--- src/hbi_ctrl_pkg.sv ---
// constants for the host interface control register bank
package hbi_ctrl_pkg;
  // core-side word addresses
  localparam logic [15:0] ADDR_RTC_AND_HOST_STATUS_CTRL = 16'hf900;
  localparam logic [15:0] ADDR_HOST_RESET_AND_CFG_CTRL = 16'hf902;
  localparam logic [15:0] ADDR_RTC_INDEX_WINDOW = 16'hf904;
  localparam logic [15:0] ADDR_RTC_DATA_WINDOW = 16'hf906;
  localparam logic [15:0] ADDR_PNP_BASE_ADDRESS_LOW = 16'hf908;
  localparam logic [15:0] ADDR_PNP_BASE_ADDRESS_HIGH = 16'hf90a;
  localparam logic [15:0] ADDR_HOST_IRQ_ENABLE_CTRL = 16'hfea0;
  localparam logic [15:0] ADDR_HOST_IRQ_MODE_CTRL = 16'hfea2;
  localparam logic [15:0] ADDR_KEYBOARD_DATA_OUT = 16'hfea6;
  localparam logic [15:0] ADDR_MOUSE_DATA_OUT = 16'hfea8;
  localparam logic [15:0] ADDR_PM_DATA_OUT = 16'hfeae;
  // status/ctrl 1 fields
  localparam int LOCK_BIT = 0;
  localparam int LOCK_RST_BIT = 1;
  localparam int VIOL_BIT = 2;
  localparam int PWR_BIT = 3;
  localparam int MRST_BIT = 4;
  // status/ctrl 2 fields
  localparam int HRST_BIT = 0;
  localparam int VALID_BIT = 1;
  localparam int CFGLK_BIT = 2;
  localparam int POFF_BIT = 3;
  // irq enable fields
  localparam int KBD_HIE_BIT = 0;
  localparam int MOU_HIE_BIT = 1;
  localparam int OBE_CIE_BIT = 2;
  localparam int IBF_CIE_BIT = 3;
  localparam int PM_HIE_BIT = 4;
  localparam int PM_OBE_CIE_BIT = 5;
  localparam int PM_IBF_CIE_BIT = 6;
  localparam logic [7:0] IRQ_EN_MASK = 8'h7f;
  // irq mode fields
  localparam int MODE_LSB = 3;
  localparam int INV_BIT = 6;
  localparam logic [7:0] IRQ_MODE_RESET = 8'h07;
  localparam logic [7:0] IRQ_MODE_MASK = 8'h7f;
  // lock reset pulse length in clock cycles
  localparam logic [1:0] LOCK_RST_CYCLES = 2'h2;
  localparam logic [4:0] PULSE_MAX = 5'h10;
endpackage

--- src/irq_pulse_gen.sv ---
// one host irq line: manual, level or pulse signalling
`timescale 1ns/1ps
module irq_pulse_gen (
  input wire logic clk, // core clock
  input wire logic rst_n, // synchronous reset, active low
  input wire logic hw_enable, // hardware generation selected
  input wire logic manual_level, // firmware level when hardware off
  input wire logic [2:0] mode, // 0 level, 1..5 pulse width code
  input wire logic invert, // invert hardware output
  input wire logic trigger, // data-out register written
  input wire logic output_buffer_full, // output buffer full flag
  output logic irq_out // line level
);
  logic [4:0] cnt_r;
  logic [4:0] width;
  logic active;

  always_comb begin
    case (mode)
      3'h1: width = 5'h01;
      3'h2: width = 5'h02;
      3'h3: width = 5'h04;
      3'h4: width = 5'h08;
      3'h5: width = hbi_ctrl_pkg::PULSE_MAX;
      default: width = 5'h00; // level or reserved: no pulse
    endcase
  end

  always_ff @(posedge clk) begin
    if (!rst_n) begin
      cnt_r <= 5'h00;
    end else if (hw_enable && trigger && width != 5'h00) begin
      cnt_r <= width;
    end else if (cnt_r != 5'h00) begin
      cnt_r <= cnt_r - 5'h01;
    end
  end

  // pulse mode idles high and dips low when not inverted
  assign active = (mode == 3'h0) ? output_buffer_full : (cnt_r == 5'h00);

  always_ff @(posedge clk) begin
    if (!rst_n) begin
      irq_out <= 1'b0;
    end else if (!hw_enable) begin
      irq_out <= manual_level;
    end else begin
      irq_out <= active ^ invert;
    end
  end
endmodule

--- src/host_interface_control_regs.sv ---
// core-side control and status registers of the host bus interface
`timescale 1ns/1ps
// Functional notes
// - on host/core rtc contention the later waits; host stalled by dropping channel ready
// - lock bit set gives the core the rtc windows; clear gives the host
// - writing 1 to lock reset sends a pulse to the rtc lock register, self-clears
// - host rtc access while locked sets violation flag; write 1 clears
// - bits 3 and 4 show live power-good and master-reset pins, read only
// - any reset clears bits 0,1,2; lock bit clears on warm and cold resets alike
// - host reset bit 1 holds reset output low; 0 releases unless extended
// - writing high address byte sets valid; write 1 clears; 0 ignored
// - base address captured at first plug-and-play write, later changes ignored
// - valid clear excludes stored address from comparison
// - address lock once set is sticky; blocks valid and address writes
// - power-off event routed to wake-up and interrupt units only when enabled
// - core rtc windows reach rtc index and data registers
// - address bytes survive warm reset
// - reset clears all non-reserved irq enable bits
// - keyboard irq manual when disabled, data-out write driven when enabled
// - mouse irq manual when disabled, data-out write driven when enabled
// - pm irq manual when disabled, data-out write driven when enabled
// - enabled out-empty core irq high while output buffer full clear
// - enabled in-full core irq high while input buffer full set
// - mode 0 level, codes 1..5 pulse 1,2,4,8,16 cycles
module host_interface_control_regs (
  input wire logic clk, // core clock
  input wire logic rst_n, // synchronous reset, any source, active low
  input wire logic cold_rst_n, // power-up or supervisory reset, active low
  input wire logic [15:0] core_addr, // core register address
  input wire logic core_wr, // core write strobe
  input wire logic core_rd, // core read strobe
  input wire logic [7:0] core_wdata, // core write data
  output logic [7:0] core_rdata, // core read data
  output logic core_wait, // core access stalled on rtc
  input wire logic host_power_good, // host power pin
  input wire logic host_warm_reset_pin, // host master reset pin
  input wire logic host_rtc_req, // host rtc cycle in progress
  output logic host_channel_ready, // low stretches host cycle
  output logic rtc_lock_reset_pulse, // resets rtc lock register
  output logic rtc_core_sel, // rtc port owned by core
  output logic rtc_core_wr_index, // core write of rtc index
  output logic rtc_core_wr_data, // core write of rtc data
  output logic rtc_core_rd_data, // core read of rtc data
  output logic [7:0] rtc_core_wdata, // data toward rtc
  input wire logic [7:0] rtc_index_rdata, // rtc index readback
  input wire logic [7:0] rtc_data_rdata, // rtc data readback
  input wire logic rtc_busy, // rtc transaction in progress
  input wire logic hw_reset_request, // other host reset source
  output logic host_reset_out_n, // host reset output, active low
  input wire logic pnp_first_write, // first plug-and-play write seen
  output logic [15:0] pnp_base_addr, // captured base address
  output logic pnp_addr_valid, // base address usable
  input wire logic power_off_event, // power-off event from rtc
  output logic power_off_to_units, // to wake-up and interrupt units
  input wire logic kbc_obf, // keyboard output buffer full
  input wire logic kbc_ibf, // keyboard input buffer full
  input wire logic pm_obf, // pm output buffer full
  input wire logic pm_ibf, // pm input buffer full
  output logic kbc_out_empty_irq, // core interrupt
  output logic kbc_in_full_irq, // core interrupt
  output logic pm_out_empty_irq, // core interrupt
  output logic pm_in_full_irq, // core interrupt
  output logic kbd_irq, // host irq1 level
  output logic mouse_irq, // host irq12 level
  output logic pm_irq // host irq11 level
);
  // ------------------------------------------------------------
  // pin synchronisers
  // ------------------------------------------------------------
  logic [1:0] pwr_s_r;
  logic [1:0] mrst_s_r;
  logic [1:0] hreq_s_r;
  logic [1:0] poff_s_r;

  always_ff @(posedge clk) begin
    if (!rst_n) begin
      pwr_s_r <= 2'h0;
      mrst_s_r <= 2'h0;
      hreq_s_r <= 2'h0;
      poff_s_r <= 2'h0;
    end else begin
      pwr_s_r <= {pwr_s_r[0], host_power_good};
      mrst_s_r <= {mrst_s_r[0], host_warm_reset_pin};
      hreq_s_r <= {hreq_s_r[0], host_rtc_req};
      poff_s_r <= {poff_s_r[0], power_off_event};
    end
  end

  // ------------------------------------------------------------
  // decode
  // ------------------------------------------------------------
  function automatic logic hit(input logic [15:0] a, input logic [15:0] ref_a);
    hit = (a == ref_a);
  endfunction

  logic wr_st1, wr_st2, wr_idx, wr_dat, wr_bal, wr_bah, wr_ien, wr_mode;
  logic wr_kdo, wr_mdo, wr_pdo, rd_dat, rtc_acc;
  logic [7:0] st1_r, st2_r, ien_r, mode_r, bal_r, bah_r;
  logic lock_r, viol_r, hrst_r, valid_r, cfglk_r, poff_r;
  logic [1:0] lrst_cnt_r;
  logic host_owner_r;

  assign rtc_acc = hit(core_addr, hbi_ctrl_pkg::ADDR_RTC_INDEX_WINDOW) ||
                   hit(core_addr, hbi_ctrl_pkg::ADDR_RTC_DATA_WINDOW);
  // core rtc access waits while a host rtc cycle owns the rtc
  assign core_wait = rtc_acc && (core_wr || core_rd) && host_owner_r;

  assign wr_st1 = core_wr && hit(core_addr, hbi_ctrl_pkg::ADDR_RTC_AND_HOST_STATUS_CTRL);
  assign wr_st2 = core_wr && hit(core_addr, hbi_ctrl_pkg::ADDR_HOST_RESET_AND_CFG_CTRL);
  assign wr_bal = core_wr && hit(core_addr, hbi_ctrl_pkg::ADDR_PNP_BASE_ADDRESS_LOW);
  assign wr_bah = core_wr && hit(core_addr, hbi_ctrl_pkg::ADDR_PNP_BASE_ADDRESS_HIGH);
  assign wr_ien = core_wr && hit(core_addr, hbi_ctrl_pkg::ADDR_HOST_IRQ_ENABLE_CTRL);
  assign wr_mode = core_wr && hit(core_addr, hbi_ctrl_pkg::ADDR_HOST_IRQ_MODE_CTRL);
  assign wr_kdo = core_wr && hit(core_addr, hbi_ctrl_pkg::ADDR_KEYBOARD_DATA_OUT);
  assign wr_mdo = core_wr && hit(core_addr, hbi_ctrl_pkg::ADDR_MOUSE_DATA_OUT);
  assign wr_pdo = core_wr && hit(core_addr, hbi_ctrl_pkg::ADDR_PM_DATA_OUT);
  // rtc windows pass only when the core owns the rtc and no host cycle holds it
  assign wr_idx = core_wr && !core_wait && st1_r[hbi_ctrl_pkg::LOCK_BIT] &&
                  hit(core_addr, hbi_ctrl_pkg::ADDR_RTC_INDEX_WINDOW);
  assign wr_dat = core_wr && !core_wait && st1_r[hbi_ctrl_pkg::LOCK_BIT] &&
                  hit(core_addr, hbi_ctrl_pkg::ADDR_RTC_DATA_WINDOW);
  assign rd_dat = core_rd && !core_wait && st1_r[hbi_ctrl_pkg::LOCK_BIT] &&
                  hit(core_addr, hbi_ctrl_pkg::ADDR_RTC_DATA_WINDOW);

  assign rtc_core_sel = st1_r[hbi_ctrl_pkg::LOCK_BIT];
  assign rtc_core_wr_index = wr_idx;
  assign rtc_core_wr_data = wr_dat;
  assign rtc_core_rd_data = rd_dat;
  assign rtc_core_wdata = core_wdata;

  // ------------------------------------------------------------
  // rtc arbitration with the host
  // ------------------------------------------------------------
  // host gets the rtc on a fresh request only when the core is not mid-access
  always_ff @(posedge clk) begin
    if (!rst_n) begin
      host_owner_r <= 1'b0;
    end else if (!hreq_s_r[1]) begin
      host_owner_r <= 1'b0;
    end else if (!st1_r[hbi_ctrl_pkg::LOCK_BIT] && !rtc_busy) begin
      host_owner_r <= 1'b1;
    end
  end

  // a host cycle is stretched until it owns the rtc; a locked cycle stays ready
  assign host_channel_ready = !(hreq_s_r[1] && !host_owner_r &&
                                !st1_r[hbi_ctrl_pkg::LOCK_BIT]);

  // ------------------------------------------------------------
  // status and control 1
  // ------------------------------------------------------------
  always_ff @(posedge clk) begin
    if (!rst_n) begin
      lock_r <= 1'b0;
    end else if (wr_st1) begin
      lock_r <= core_wdata[hbi_ctrl_pkg::LOCK_BIT];
    end
  end

  // lock reset pulse lasts a fixed count, then the bit drops by itself
  always_ff @(posedge clk) begin
    if (!rst_n) begin
      lrst_cnt_r <= 2'h0;
    end else if (wr_st1 && core_wdata[hbi_ctrl_pkg::LOCK_RST_BIT] && lrst_cnt_r == 2'h0) begin
      lrst_cnt_r <= hbi_ctrl_pkg::LOCK_RST_CYCLES;
    end else if (lrst_cnt_r != 2'h0) begin
      lrst_cnt_r <= lrst_cnt_r - 2'h1;
    end
  end
  assign rtc_lock_reset_pulse = (lrst_cnt_r != 2'h0);

  // set wins over a same-cycle clear
  always_ff @(posedge clk) begin
    if (!rst_n) begin
      viol_r <= 1'b0;
    end else if (hreq_s_r[1] && lock_r) begin
      viol_r <= 1'b1;
    end else if (wr_st1 && core_wdata[hbi_ctrl_pkg::VIOL_BIT]) begin
      viol_r <= 1'b0;
    end
  end

  // pin bits are live synchronised levels, reserved bits zero
  assign st1_r = {3'h0, mrst_s_r[1], pwr_s_r[1], viol_r,
                  rtc_lock_reset_pulse, lock_r};

  // ------------------------------------------------------------
  // status and control 2
  // ------------------------------------------------------------
  always_ff @(posedge clk) begin
    if (!rst_n) begin
      hrst_r <= 1'b0;
      poff_r <= 1'b0;
    end else if (wr_st2) begin
      hrst_r <= core_wdata[hbi_ctrl_pkg::HRST_BIT];
      poff_r <= core_wdata[hbi_ctrl_pkg::POFF_BIT];
    end
  end

  // high-byte write sets valid; a same-cycle clear loses to it
  always_ff @(posedge clk) begin
    if (!rst_n) begin
      valid_r <= 1'b0;
    end else if (!cfglk_r) begin
      if (wr_bah) begin
        valid_r <= 1'b1;
      end else if (wr_st2 && core_wdata[hbi_ctrl_pkg::VALID_BIT]) begin
        valid_r <= 1'b0;
      end
    end
  end

  // lock survives warm reset; only the cold reset clears it
  always_ff @(posedge clk) begin
    if (!cold_rst_n) begin
      cfglk_r <= 1'b0;
    end else if (wr_st2 && core_wdata[hbi_ctrl_pkg::CFGLK_BIT]) begin
      cfglk_r <= 1'b1;
    end
  end
  assign st2_r = {4'h0, poff_r, cfglk_r, valid_r, hrst_r};

  assign host_reset_out_n = !(st2_r[hbi_ctrl_pkg::HRST_BIT] || hw_reset_request ||
                              !pwr_s_r[1]);
  assign power_off_to_units = poff_s_r[1] && st2_r[hbi_ctrl_pkg::POFF_BIT];

  // ------------------------------------------------------------
  // plug-and-play base address
  // ------------------------------------------------------------
  // no reset: contents kept over warm reset, undefined cold
  always_ff @(posedge clk) begin
    if (wr_bal && !st2_r[hbi_ctrl_pkg::CFGLK_BIT]) begin
      bal_r <= core_wdata;
    end
    if (wr_bah && !st2_r[hbi_ctrl_pkg::CFGLK_BIT]) begin
      bah_r <= core_wdata;
    end
  end

  logic captured_r;
  logic [15:0] pnp_base_r;
  always_ff @(posedge clk) begin
    if (!rst_n) begin
      captured_r <= 1'b0;
      pnp_base_r <= 16'h0000;
    end else if (pnp_first_write && !captured_r) begin
      captured_r <= 1'b1;
      pnp_base_r <= {bah_r, bal_r};
    end
  end
  assign pnp_base_addr = pnp_base_r;
  assign pnp_addr_valid = st2_r[hbi_ctrl_pkg::VALID_BIT];

  // ------------------------------------------------------------
  // irq enable and mode registers
  // ------------------------------------------------------------
  always_ff @(posedge clk) begin
    if (!rst_n) begin
      ien_r <= 8'h00;
    end else if (wr_ien) begin
      ien_r <= core_wdata & hbi_ctrl_pkg::IRQ_EN_MASK;
    end
  end

  always_ff @(posedge clk) begin
    if (!rst_n) begin
      mode_r <= hbi_ctrl_pkg::IRQ_MODE_RESET;
    end else if (wr_mode) begin
      mode_r <= core_wdata & hbi_ctrl_pkg::IRQ_MODE_MASK;
    end
  end

  assign kbc_out_empty_irq = ien_r[hbi_ctrl_pkg::OBE_CIE_BIT] && !kbc_obf;
  assign kbc_in_full_irq = ien_r[hbi_ctrl_pkg::IBF_CIE_BIT] && kbc_ibf;
  assign pm_out_empty_irq = ien_r[hbi_ctrl_pkg::PM_OBE_CIE_BIT] && !pm_obf;
  assign pm_in_full_irq = ien_r[hbi_ctrl_pkg::PM_IBF_CIE_BIT] && pm_ibf;

  irq_pulse_gen u_kbd (
    .clk(clk), .rst_n(rst_n), .hw_enable(ien_r[hbi_ctrl_pkg::KBD_HIE_BIT]),
    .manual_level(mode_r[0]), .mode(mode_r[hbi_ctrl_pkg::MODE_LSB +: 3]),
    .invert(mode_r[hbi_ctrl_pkg::INV_BIT]), .trigger(wr_kdo), .output_buffer_full(kbc_obf),
    .irq_out(kbd_irq));
  irq_pulse_gen u_mouse (
    .clk(clk), .rst_n(rst_n), .hw_enable(ien_r[hbi_ctrl_pkg::MOU_HIE_BIT]),
    .manual_level(mode_r[1]), .mode(mode_r[hbi_ctrl_pkg::MODE_LSB +: 3]),
    .invert(mode_r[hbi_ctrl_pkg::INV_BIT]), .trigger(wr_mdo), .output_buffer_full(kbc_obf),
    .irq_out(mouse_irq));
  irq_pulse_gen u_pm (
    .clk(clk), .rst_n(rst_n), .hw_enable(ien_r[hbi_ctrl_pkg::PM_HIE_BIT]),
    .manual_level(mode_r[2]), .mode(mode_r[hbi_ctrl_pkg::MODE_LSB +: 3]),
    .invert(mode_r[hbi_ctrl_pkg::INV_BIT]), .trigger(wr_pdo), .output_buffer_full(pm_obf),
    .irq_out(pm_irq));

  // ------------------------------------------------------------
  // read mux
  // ------------------------------------------------------------
  always_comb begin
    case (core_addr)
      hbi_ctrl_pkg::ADDR_RTC_AND_HOST_STATUS_CTRL: core_rdata = st1_r;
      hbi_ctrl_pkg::ADDR_HOST_RESET_AND_CFG_CTRL: core_rdata = st2_r;
      hbi_ctrl_pkg::ADDR_RTC_INDEX_WINDOW: core_rdata = rtc_index_rdata;
      hbi_ctrl_pkg::ADDR_RTC_DATA_WINDOW: core_rdata = rtc_data_rdata;
      hbi_ctrl_pkg::ADDR_PNP_BASE_ADDRESS_LOW: core_rdata = bal_r;
      hbi_ctrl_pkg::ADDR_PNP_BASE_ADDRESS_HIGH: core_rdata = bah_r;
      hbi_ctrl_pkg::ADDR_HOST_IRQ_ENABLE_CTRL: core_rdata = ien_r;
      hbi_ctrl_pkg::ADDR_HOST_IRQ_MODE_CTRL: core_rdata = {mode_r[7:3], pm_irq, mouse_irq, kbd_irq};
      default: core_rdata = 8'h00;
    endcase
  end
endmodule

--- config.mk ---
export PLATFORM = sky130hd
export DESIGN_NAME = host_interface_control_regs
export DESIGN_NICKNAME = d
export VERILOG_FILES = /design/src/hbi_ctrl_pkg.sv /design/src/irq_pulse_gen.sv /design/src/host_interface_control_regs.sv
export SDC_FILE = /design/constraint.sdc
export NUM_CORES = 1
export LEC_CHECK = 0
export ABC_AREA = 1
export BUFFER_PORTS_ARGS = -buffer_cell sky130_fd_sc_hd__buf_2
export CAP_MARGIN = 20
export CORE_MARGIN = 10
export CORE_UTILIZATION = 54
export CTS_CLUSTER_SIZE = 25
export DETAILED_ROUTE_END_ITERATION = 10
export GPL_ROUTABILITY_DRIVEN = 0
export GPL_TIMING_DRIVEN = 0
export PLACE_DENSITY = 0.82
export SKIP_LAST_GASP = 1
export SLEW_MARGIN = 5
export SYNTH_ARGS = -nofsm -noshare
export SYNTH_HDL_FRONTEND = slang
export SYNTH_SLANG_ARGS = --single-unit
--- constraint.sdc ---
create_clock -name clk -period 2.46 [get_ports clk]
set_input_delay 0.492 -clock clk [delete_from_list [all_inputs] [get_ports clk]]
set_output_delay 0.492 -clock clk [all_outputs]
set_load 0.005 [all_outputs]
==> results of run 1 <==
-- area by class of cell --
class / count / area, um2
plain buffers: 23 / 134
clock inverters: 7 / 52.6
clock buffers: 9 / 124
well taps: 102 / 128
multi-input cells: 433 / 2130
fillers: 701 / 2620
repair buffers: 104 / 520
inverters: 68 / 256
flip-flops and latches: 82 / 1800
-- cells in the mapped netlist --
master and n:
nor3_1 6, or2_2 3, and2_1 2, clkinv_2 1, o21a_1 1, buf_4 9
o21ai_0 32, inv_1 60, a21oi_1 17, inv_2 6, a21oi_2 4, buf_6 1
nand4_1 6, nor2_2 11, clkinv_1 1, nor2_4 5, clkbuf_1 8, edfxtp_1 16
dfxtp_1 66, nand2_1 144, ha_1 6, nor2_8 1, nand2_4 5, nand3_2 2
nand3b_1 1, a22oi_1 1, nand2_2 7, o21ai_1 9, buf_2 5, xor2_1 4
xnor2_1 5, a21boi_1 1, o211ai_1 2, nand3_1 58, nand3_4 2, nor2_1 98
-- through the flow --
stage | instances | TNS, ns | cell area [um2]
6_report | 828 | 0 | 5150
5_1_grt | 828 | -0.0187 | 5150
4_1_cts | 828 | 0 | 5140
3_5_place_dp | 812 | 0 | 4960
3_3_place_gp | 812 | 0 | 4960
2_1_floorplan | 606 | 0 | 4310
-- power groups by stage --
stage | clock network, W | logic [W] | registers, W
2_1_floorplan | 0 | 0.000723 | 0.00158
3_3_place_gp | 0 | 0.000900 | 0.00159
3_5_place_dp | 0 | 0.000968 | 0.00159
4_1_cts | 0.000907 | 0.000974 | 0.00156
5_1_grt | 0.000965 | 0.00110 | 0.00158
6_report | 0.000913 | 0.000973 | 0.00156
-- how the worst min path moves through the flow --
stage                                   start     endpoint  slack [ns]  depth (start not counted)
after CTS                     power_off_event  poff_s_r[0]        0.32                          3
final                     host_warm_reset_pin  mrst_s_r[0]        0.32                          3
after global routing          power_off_event  poff_s_r[0]        0.33                          3
after floorplan                   hreq_s_r[0]  hreq_s_r[1]        0.39                          2
after detailed placement          hreq_s_r[0]  hreq_s_r[1]        0.40                          2
after global placement             pwr_s_r[0]   pwr_s_r[1]        0.39                          2
-- logic make-up after synthesis --
logic type	Yosys count
AOI/OAI and AO/OA	67
xor gates and xnor gates	9
adders and majority gates	6
buffers and inverters	91
DFF	82
and+or+nand+nor	351
-- registers in the layout, indices dropped and copies added (netlist names), 2 cells and up --
| signal | cells |
|---|---|
| poff_s_r | 2 |
| bah_r | 8 |
| u_mouse.cnt_r | 5 |
| hreq_s_r | 2 |
| mrst_s_r | 2 |
| ien_r | 7 |
| u_pm.cnt_r | 5 |
| pnp_base_addr | 16 |
| mode_r | 7 |
| u_kbd.cnt_r | 5 |
| pwr_s_r | 2 |
| lrst_cnt_r | 2 |
| bal_r | 8 |
-- worst reg2reg max path: cells and delay by family, from the launching register on --
| kind | cells | cell delay [ns] |
|---|---|---|
| AND/OR/NAND/NOR | 5 | 0.55 |
| flip-flops | 1 | 0.38 |
| buffers and inverters | 3 | 0.25 |
| adder cells (fa/ha/maj) | 1 | 0.20 |
| AO/OA/AOI/OAI | 1 | 0.10 |
-- layer usage --
layer,GRT usage,up-vias
met2,0.356,216
met5,0,-
met1,0.262,2032
li1,-,2146
met3,0.0650,36
met4,0.0669,0
-- what timing repair did --
action / 4_1_cts / 5_1_grt
endpoints found under the hold margin: 0 / 0
hold buffers: 0 / 0
gates resized for setup: 0 / 4
endpoints found under the setup margin: 0 / 8
==> flow_summary_export.csv, run 1 <==
group,metric,value,unit
setup_path,cp.arrival,1.86,ns
layout,layout_common_cells,"nand2_1 (144), buf_2 (109), nor2_1 (98)",
synth,yosys.area.top_type_share,0.306,
detailed_routing,met1_length,5.38,mm
placed_design,place_ws,0.0749,ns
timing,setup_violations,0,
power_and_ir_drop,power.share.switching,0.338,
clock_network,path_clk_slew,0.09,ns
setup_path,worstSetupEndpoint,"core_rdata[6]",
layout,final_util,0.663,
synth,synth-compound-area-share,0.0841,
detailed_routing,routed_wl,12.9,mm
power_and_ir_drop,p_per_area,670,mW/mm2
setup_path,slowest_delay,0.36,ns
synth,synth-xor-area-share,0.0183,
placed_design,hpwl,10.2,mm
synth,synth_top_area_cell,"dfxtp_1",
synth,synthMuxAreaShare,0,
grt,first_global_vias,4428,
clock_network,clk_latency,0.35,ns
floorplan,row_count,32,
power_and_ir_drop,pwr-share-clk,0.265,
synth,syn_nets,668,
detailed_routing,wl_per_cell,15.6,um
timing,fmax,425,MHz
floorplan,core-area,0.00777,mm2
detailed_routing,wl_met3,1.30,mm
timing,rsz0062_at_grt,"yes",
clock_network,cts_tree,"yes",
timing,min_period,2.35,ns
setup_path,cp.buffers_inverters,3,
setup_path,cp_cell_sequence,"buf_2 > nor2_4 > nand2_2 > nor2_2 > and2_1 > nand2_1 > nand2_1 > inv_1 > nand2_1 > buf_2",
setup_path,r2r_slack,0.92,ns
setup_path,r2r_end,"u_kbd.cnt_r[1]",
power_and_ir_drop,combPwrFrac,0.282,
synth,synthAdderAreaFrac,0.0174,
detailed_routing,first_pass_iters,5,
timing,slew_viol_final,0,
grt,overflow,0,
setup_path,cp-end-kind,"output port",
setup_path,r2r_start,"u_kbd.cnt_r[0]",
timing,finalHoldViolCount,0,
grt,grt_start_max_net_pins,16,
synth,ys_seq_area_frac,0.418,
clock_network,cts_setup_buffers,0,
synth,yosys.area_share.simple,0.372,
synth,syn_area_per_cell,7.12,um2
floorplan,die_w,109,um
clock_network,clock-root-buffer,"clkbuf_8",
power_and_ir_drop,leakage,2.59,nW
detailed_routing,ant_nets,0,
clock_network,numCtsBuffers,9,
power_and_ir_drop,peakVddDrop,0.000310,V
setup_path,critical_path_required,1.97,ns
synth,ys_seq_elements,82,
setup_path,path_depth,10,
floorplan,die_h,109,um
timing,slew_headroom,0.543,
grt,antenna_found_initial,0,
detailed_routing,vias_per_cell,5.35,
layout,antenna_cells,0,
setup_path,r2r_cells,10,
grt,grt_pass1_wl,20.5,mm
power_and_ir_drop,p_int,0.00228,W
min_path,hold_class,"primary input to register",
power_and_ir_drop,power.switching,0.00117,W
synth,synth_area,0.00431,mm2
setup_path,cp-start-kind,"primary input",
layout,nets,783,
detailed_routing,via_count,4430,
setup_path,cp_slowest_cell,"nor2_2",
timing,period_share,0.956,
placed_design,port-buffer-count,104,
timing,timing.final.ws_setup,0.109,ns
detailed_routing,top_layer_used,"met4",
timing,fin_hold_ws,0.317,ns
timing,tightest_slew,0.682,ns
setup_path,path_max_fanout,7,
detailed_routing,met2_length,5.91,mm
synth,synth_top_family_by_area,"simple AND/OR/NAND/NOR gates",
power_and_ir_drop,p_seq_frac,0.453,
clock_network,clk_path_buf_depth,2,
floorplan,ios,105,
synth,yosysUniqueCellTypes,36,
clock_network,clock_sinks,82,
power_and_ir_drop,p_total,0.00345,W
synth,yosys_warnings,0,
synth,netlist_instances,606,
floorplan,die_area,0.0120,mm2
floorplan,floorplan.initialDensity,0.555,
detailed_routing,remaining_drc_errors,0,
layout,drive_gt1_frac,0.249,
setup_path,crit_top_cell,"nand2_1",
setup_path,critical_path_class,"primary input to output port",
outcome,status,"finished clean",
setup_path,path_delay_family,"simple AND/OR/NAND/NOR gates",
setup_path,worstSetupStartpoint,"core_addr[4]",
layout,area_growth,19.3,%
run,drv_cap,0,
detailed_routing,drtIter0Drc,428,
timing,clock_skew,0.0123,ns
grt,grtUsageTotal,0.215,
layout,layout_commonest_cell,"nand2_1",
clock_network,htree_levels,3,
synth,synthTopCellsByArea,"dfxtp_1 (31%), nand2_1 (13%), edfxtp_1 (11%)",
(Power assumes the default switching activity.)
==> run 2: changes to the inputs <==
Settings changed: MAX_ROUTING_LAYER set to met4.
==> flow_summary_export.csv, run 2 (synthesis results as in run 1) <==
group,metric,value,unit
layout,antenna_cells,0,
layout,design_area,0.00515,mm2
setup_path,critical_path_class,"primary input to output port",
setup_path,r2r_start,"u_kbd.cnt_r[0]",
floorplan,ios,105,
layout,layout_common_cells,"nand2_1 (144), buf_2 (109), nor2_1 (98)",
clock_network,holdBufCountCts,0,
min_path,hold_class,"primary input to register",
timing,timing.final.ws_setup,0.102,ns
setup_path,cp.arrival,1.87,ns
timing,clock_skew,0.0109,ns
layout,drive_gt1_frac,0.249,
power_and_ir_drop,leakage,2.59,nW
power_and_ir_drop,p_per_area,667,mW/mm2
timing,finalHoldViolCount,0,
timing,fmax,424,MHz
placed_design,place_area,0.00496,mm2
clock_network,cts_tree,"yes",
timing,min_period,2.36,ns
detailed_routing,via_count,4440,
setup_path,worstSetupEndpoint,"core_rdata[6]",
detailed_routing,first_pass_iters,5,
outcome,status,"finished clean",
setup_path,r2r_slack,0.92,ns
detailed_routing,wl_per_cell,15.6,um
timing,period_share,0.959,
timing,slew_viol_final,0,
clock_network,clk_latency,0.35,ns
power_and_ir_drop,p_total,0.00344,W
grt,antenna_found_initial,0,
timing,fin_hold_ws,0.321,ns
timing,rsz0062_at_grt,"yes",
clock_network,clock-root-buffer,"clkbuf_8",
floorplan,die_w,109,um
clock_network,path_clk_slew,0.10,ns
floorplan,die_area,0.0120,mm2
grt,first_global_vias,4438,
detailed_routing,routed_wl,12.9,mm
timing,setup_violations,0,
detailed_routing,drtIter0Drc,391,
clock_network,clk_path_buf_depth,2,
placed_design,port-buffer-count,104,
placed_design,hpwl,10.2,mm
setup_path,r2r_end,"u_kbd.cnt_r[1]",
power_and_ir_drop,peakVddDrop,0.000308,V
setup_path,r2r_cells,10,
floorplan,die_h,109,um
grt,overflow,0,
setup_path,cp-end-kind,"output port",
grt,grt_start_max_net_pins,16,
setup_path,cp-start-kind,"primary input",
detailed_routing,ant_nets,0,
detailed_routing,vias_per_cell,5.36,
run,drv_cap,0,
timing,slew_headroom,0.538,
floorplan,floorplan.initialDensity,0.555,
timing,tightest_slew,0.690,ns
placed_design,place_ws,0.0749,ns
setup_path,worstSetupStartpoint,"core_addr[4]",
grt,grt_pass1_wl,20.5,mm
clock_network,numCtsBuffers,9,
clock_network,htree_levels,3,
layout,layout_commonest_cell,"nand2_1",
layout,area_growth,19.3,%
layout,nets,783,
clock_network,clock_sinks,82,
layout,largest_reg_flops,16,
grt,grtUsageTotal,0.221,
setup_path,path_max_fanout,6,
floorplan,core-area,0.00777,mm2
floorplan,row_count,32,
setup_path,critical_path_required,1.97,ns
detailed_routing,remaining_drc_errors,0,
## run 2: layer usage
layer	share of wire	up-vias	GRT usage
li1	-	2146	-
met1	0.43	2045	0.272
met2	0.46	222	0.356
met3	0.090	27	0.0503
met4	0.018	0	0.0669
met5	0	-	-
## run 2: final cells by class
cell class / instances / area [um2]
Clock inverter: 7 / 52.6
Clock buffer: 9 / 124
Multi-Input combinational cell: 433 / 2130
Tap cell: 102 / 128
Buffer: 23 / 134
Timing Repair Buffer: 104 / 520
Sequential cell: 82 / 1800
Inverter: 68 / 256
Fill cell: 701 / 2620
## run 2: worst min path at each step
| stage | slack [ns] | startpoint | depth (start not counted) | to |
|---|---|---|---|---|
| 2_1_floorplan | 0.39 | hreq_s_r[0] | 2 | hreq_s_r[1] |
| 3_3_place_gp | 0.39 | pwr_s_r[0] | 2 | pwr_s_r[1] |
| 3_5_place_dp | 0.40 | hreq_s_r[0] | 2 | hreq_s_r[1] |
| 4_1_cts | 0.32 | power_off_event | 3 | poff_s_r[0] |
| 5_1_grt | 0.33 | power_off_event | 3 | poff_s_r[0] |
| 6_report | 0.32 | power_off_event | 3 | poff_s_r[0] |
## run 2: power breakdown
part | internal, W | leakage, nW | switching [W]
combinational | 0.000426 | 1.83 | 0.000546
clock | 0.000372 | 0.0799 | 0.000530
sequential | 0.00149 | 0.686 | 0.0000769
## run 2: worst max-delay path, cell delays in order
cell and delay (ns):
buf_2 0.11, nor2_4 0.13, nand2_2 0.16, nor2_4 0.24, nand2_1 0.21, o21ai_1 0.24
nor2_1 0.07, nand2_1 0.08, buf_2 0.12
## run 2: per-stage QoR
| step | instances | setup TNS, ns | util |
|---|---|---|---|
| 5_1_grt | 828 | -0.0188 | 0.663 |
| 3_5_place_dp | 812 | 0 | 0.639 |
| 6_report | 828 | 0 | 0.663 |
| 3_3_place_gp | 812 | 0 | 0.639 |
| 4_1_cts | 828 | 0 | 0.662 |
| 2_1_floorplan | 606 | 0 | - |
## run 2: timing repair
| item | 4_1_cts | 5_1_grt |
|---|---|---|
| buffers inserted | 0 | 0 |
| endpoints found under the hold margin | 0 | 0 |
| setup endpoints to repair | 0 | 8 |
| resized for setup | 0 | 4 |
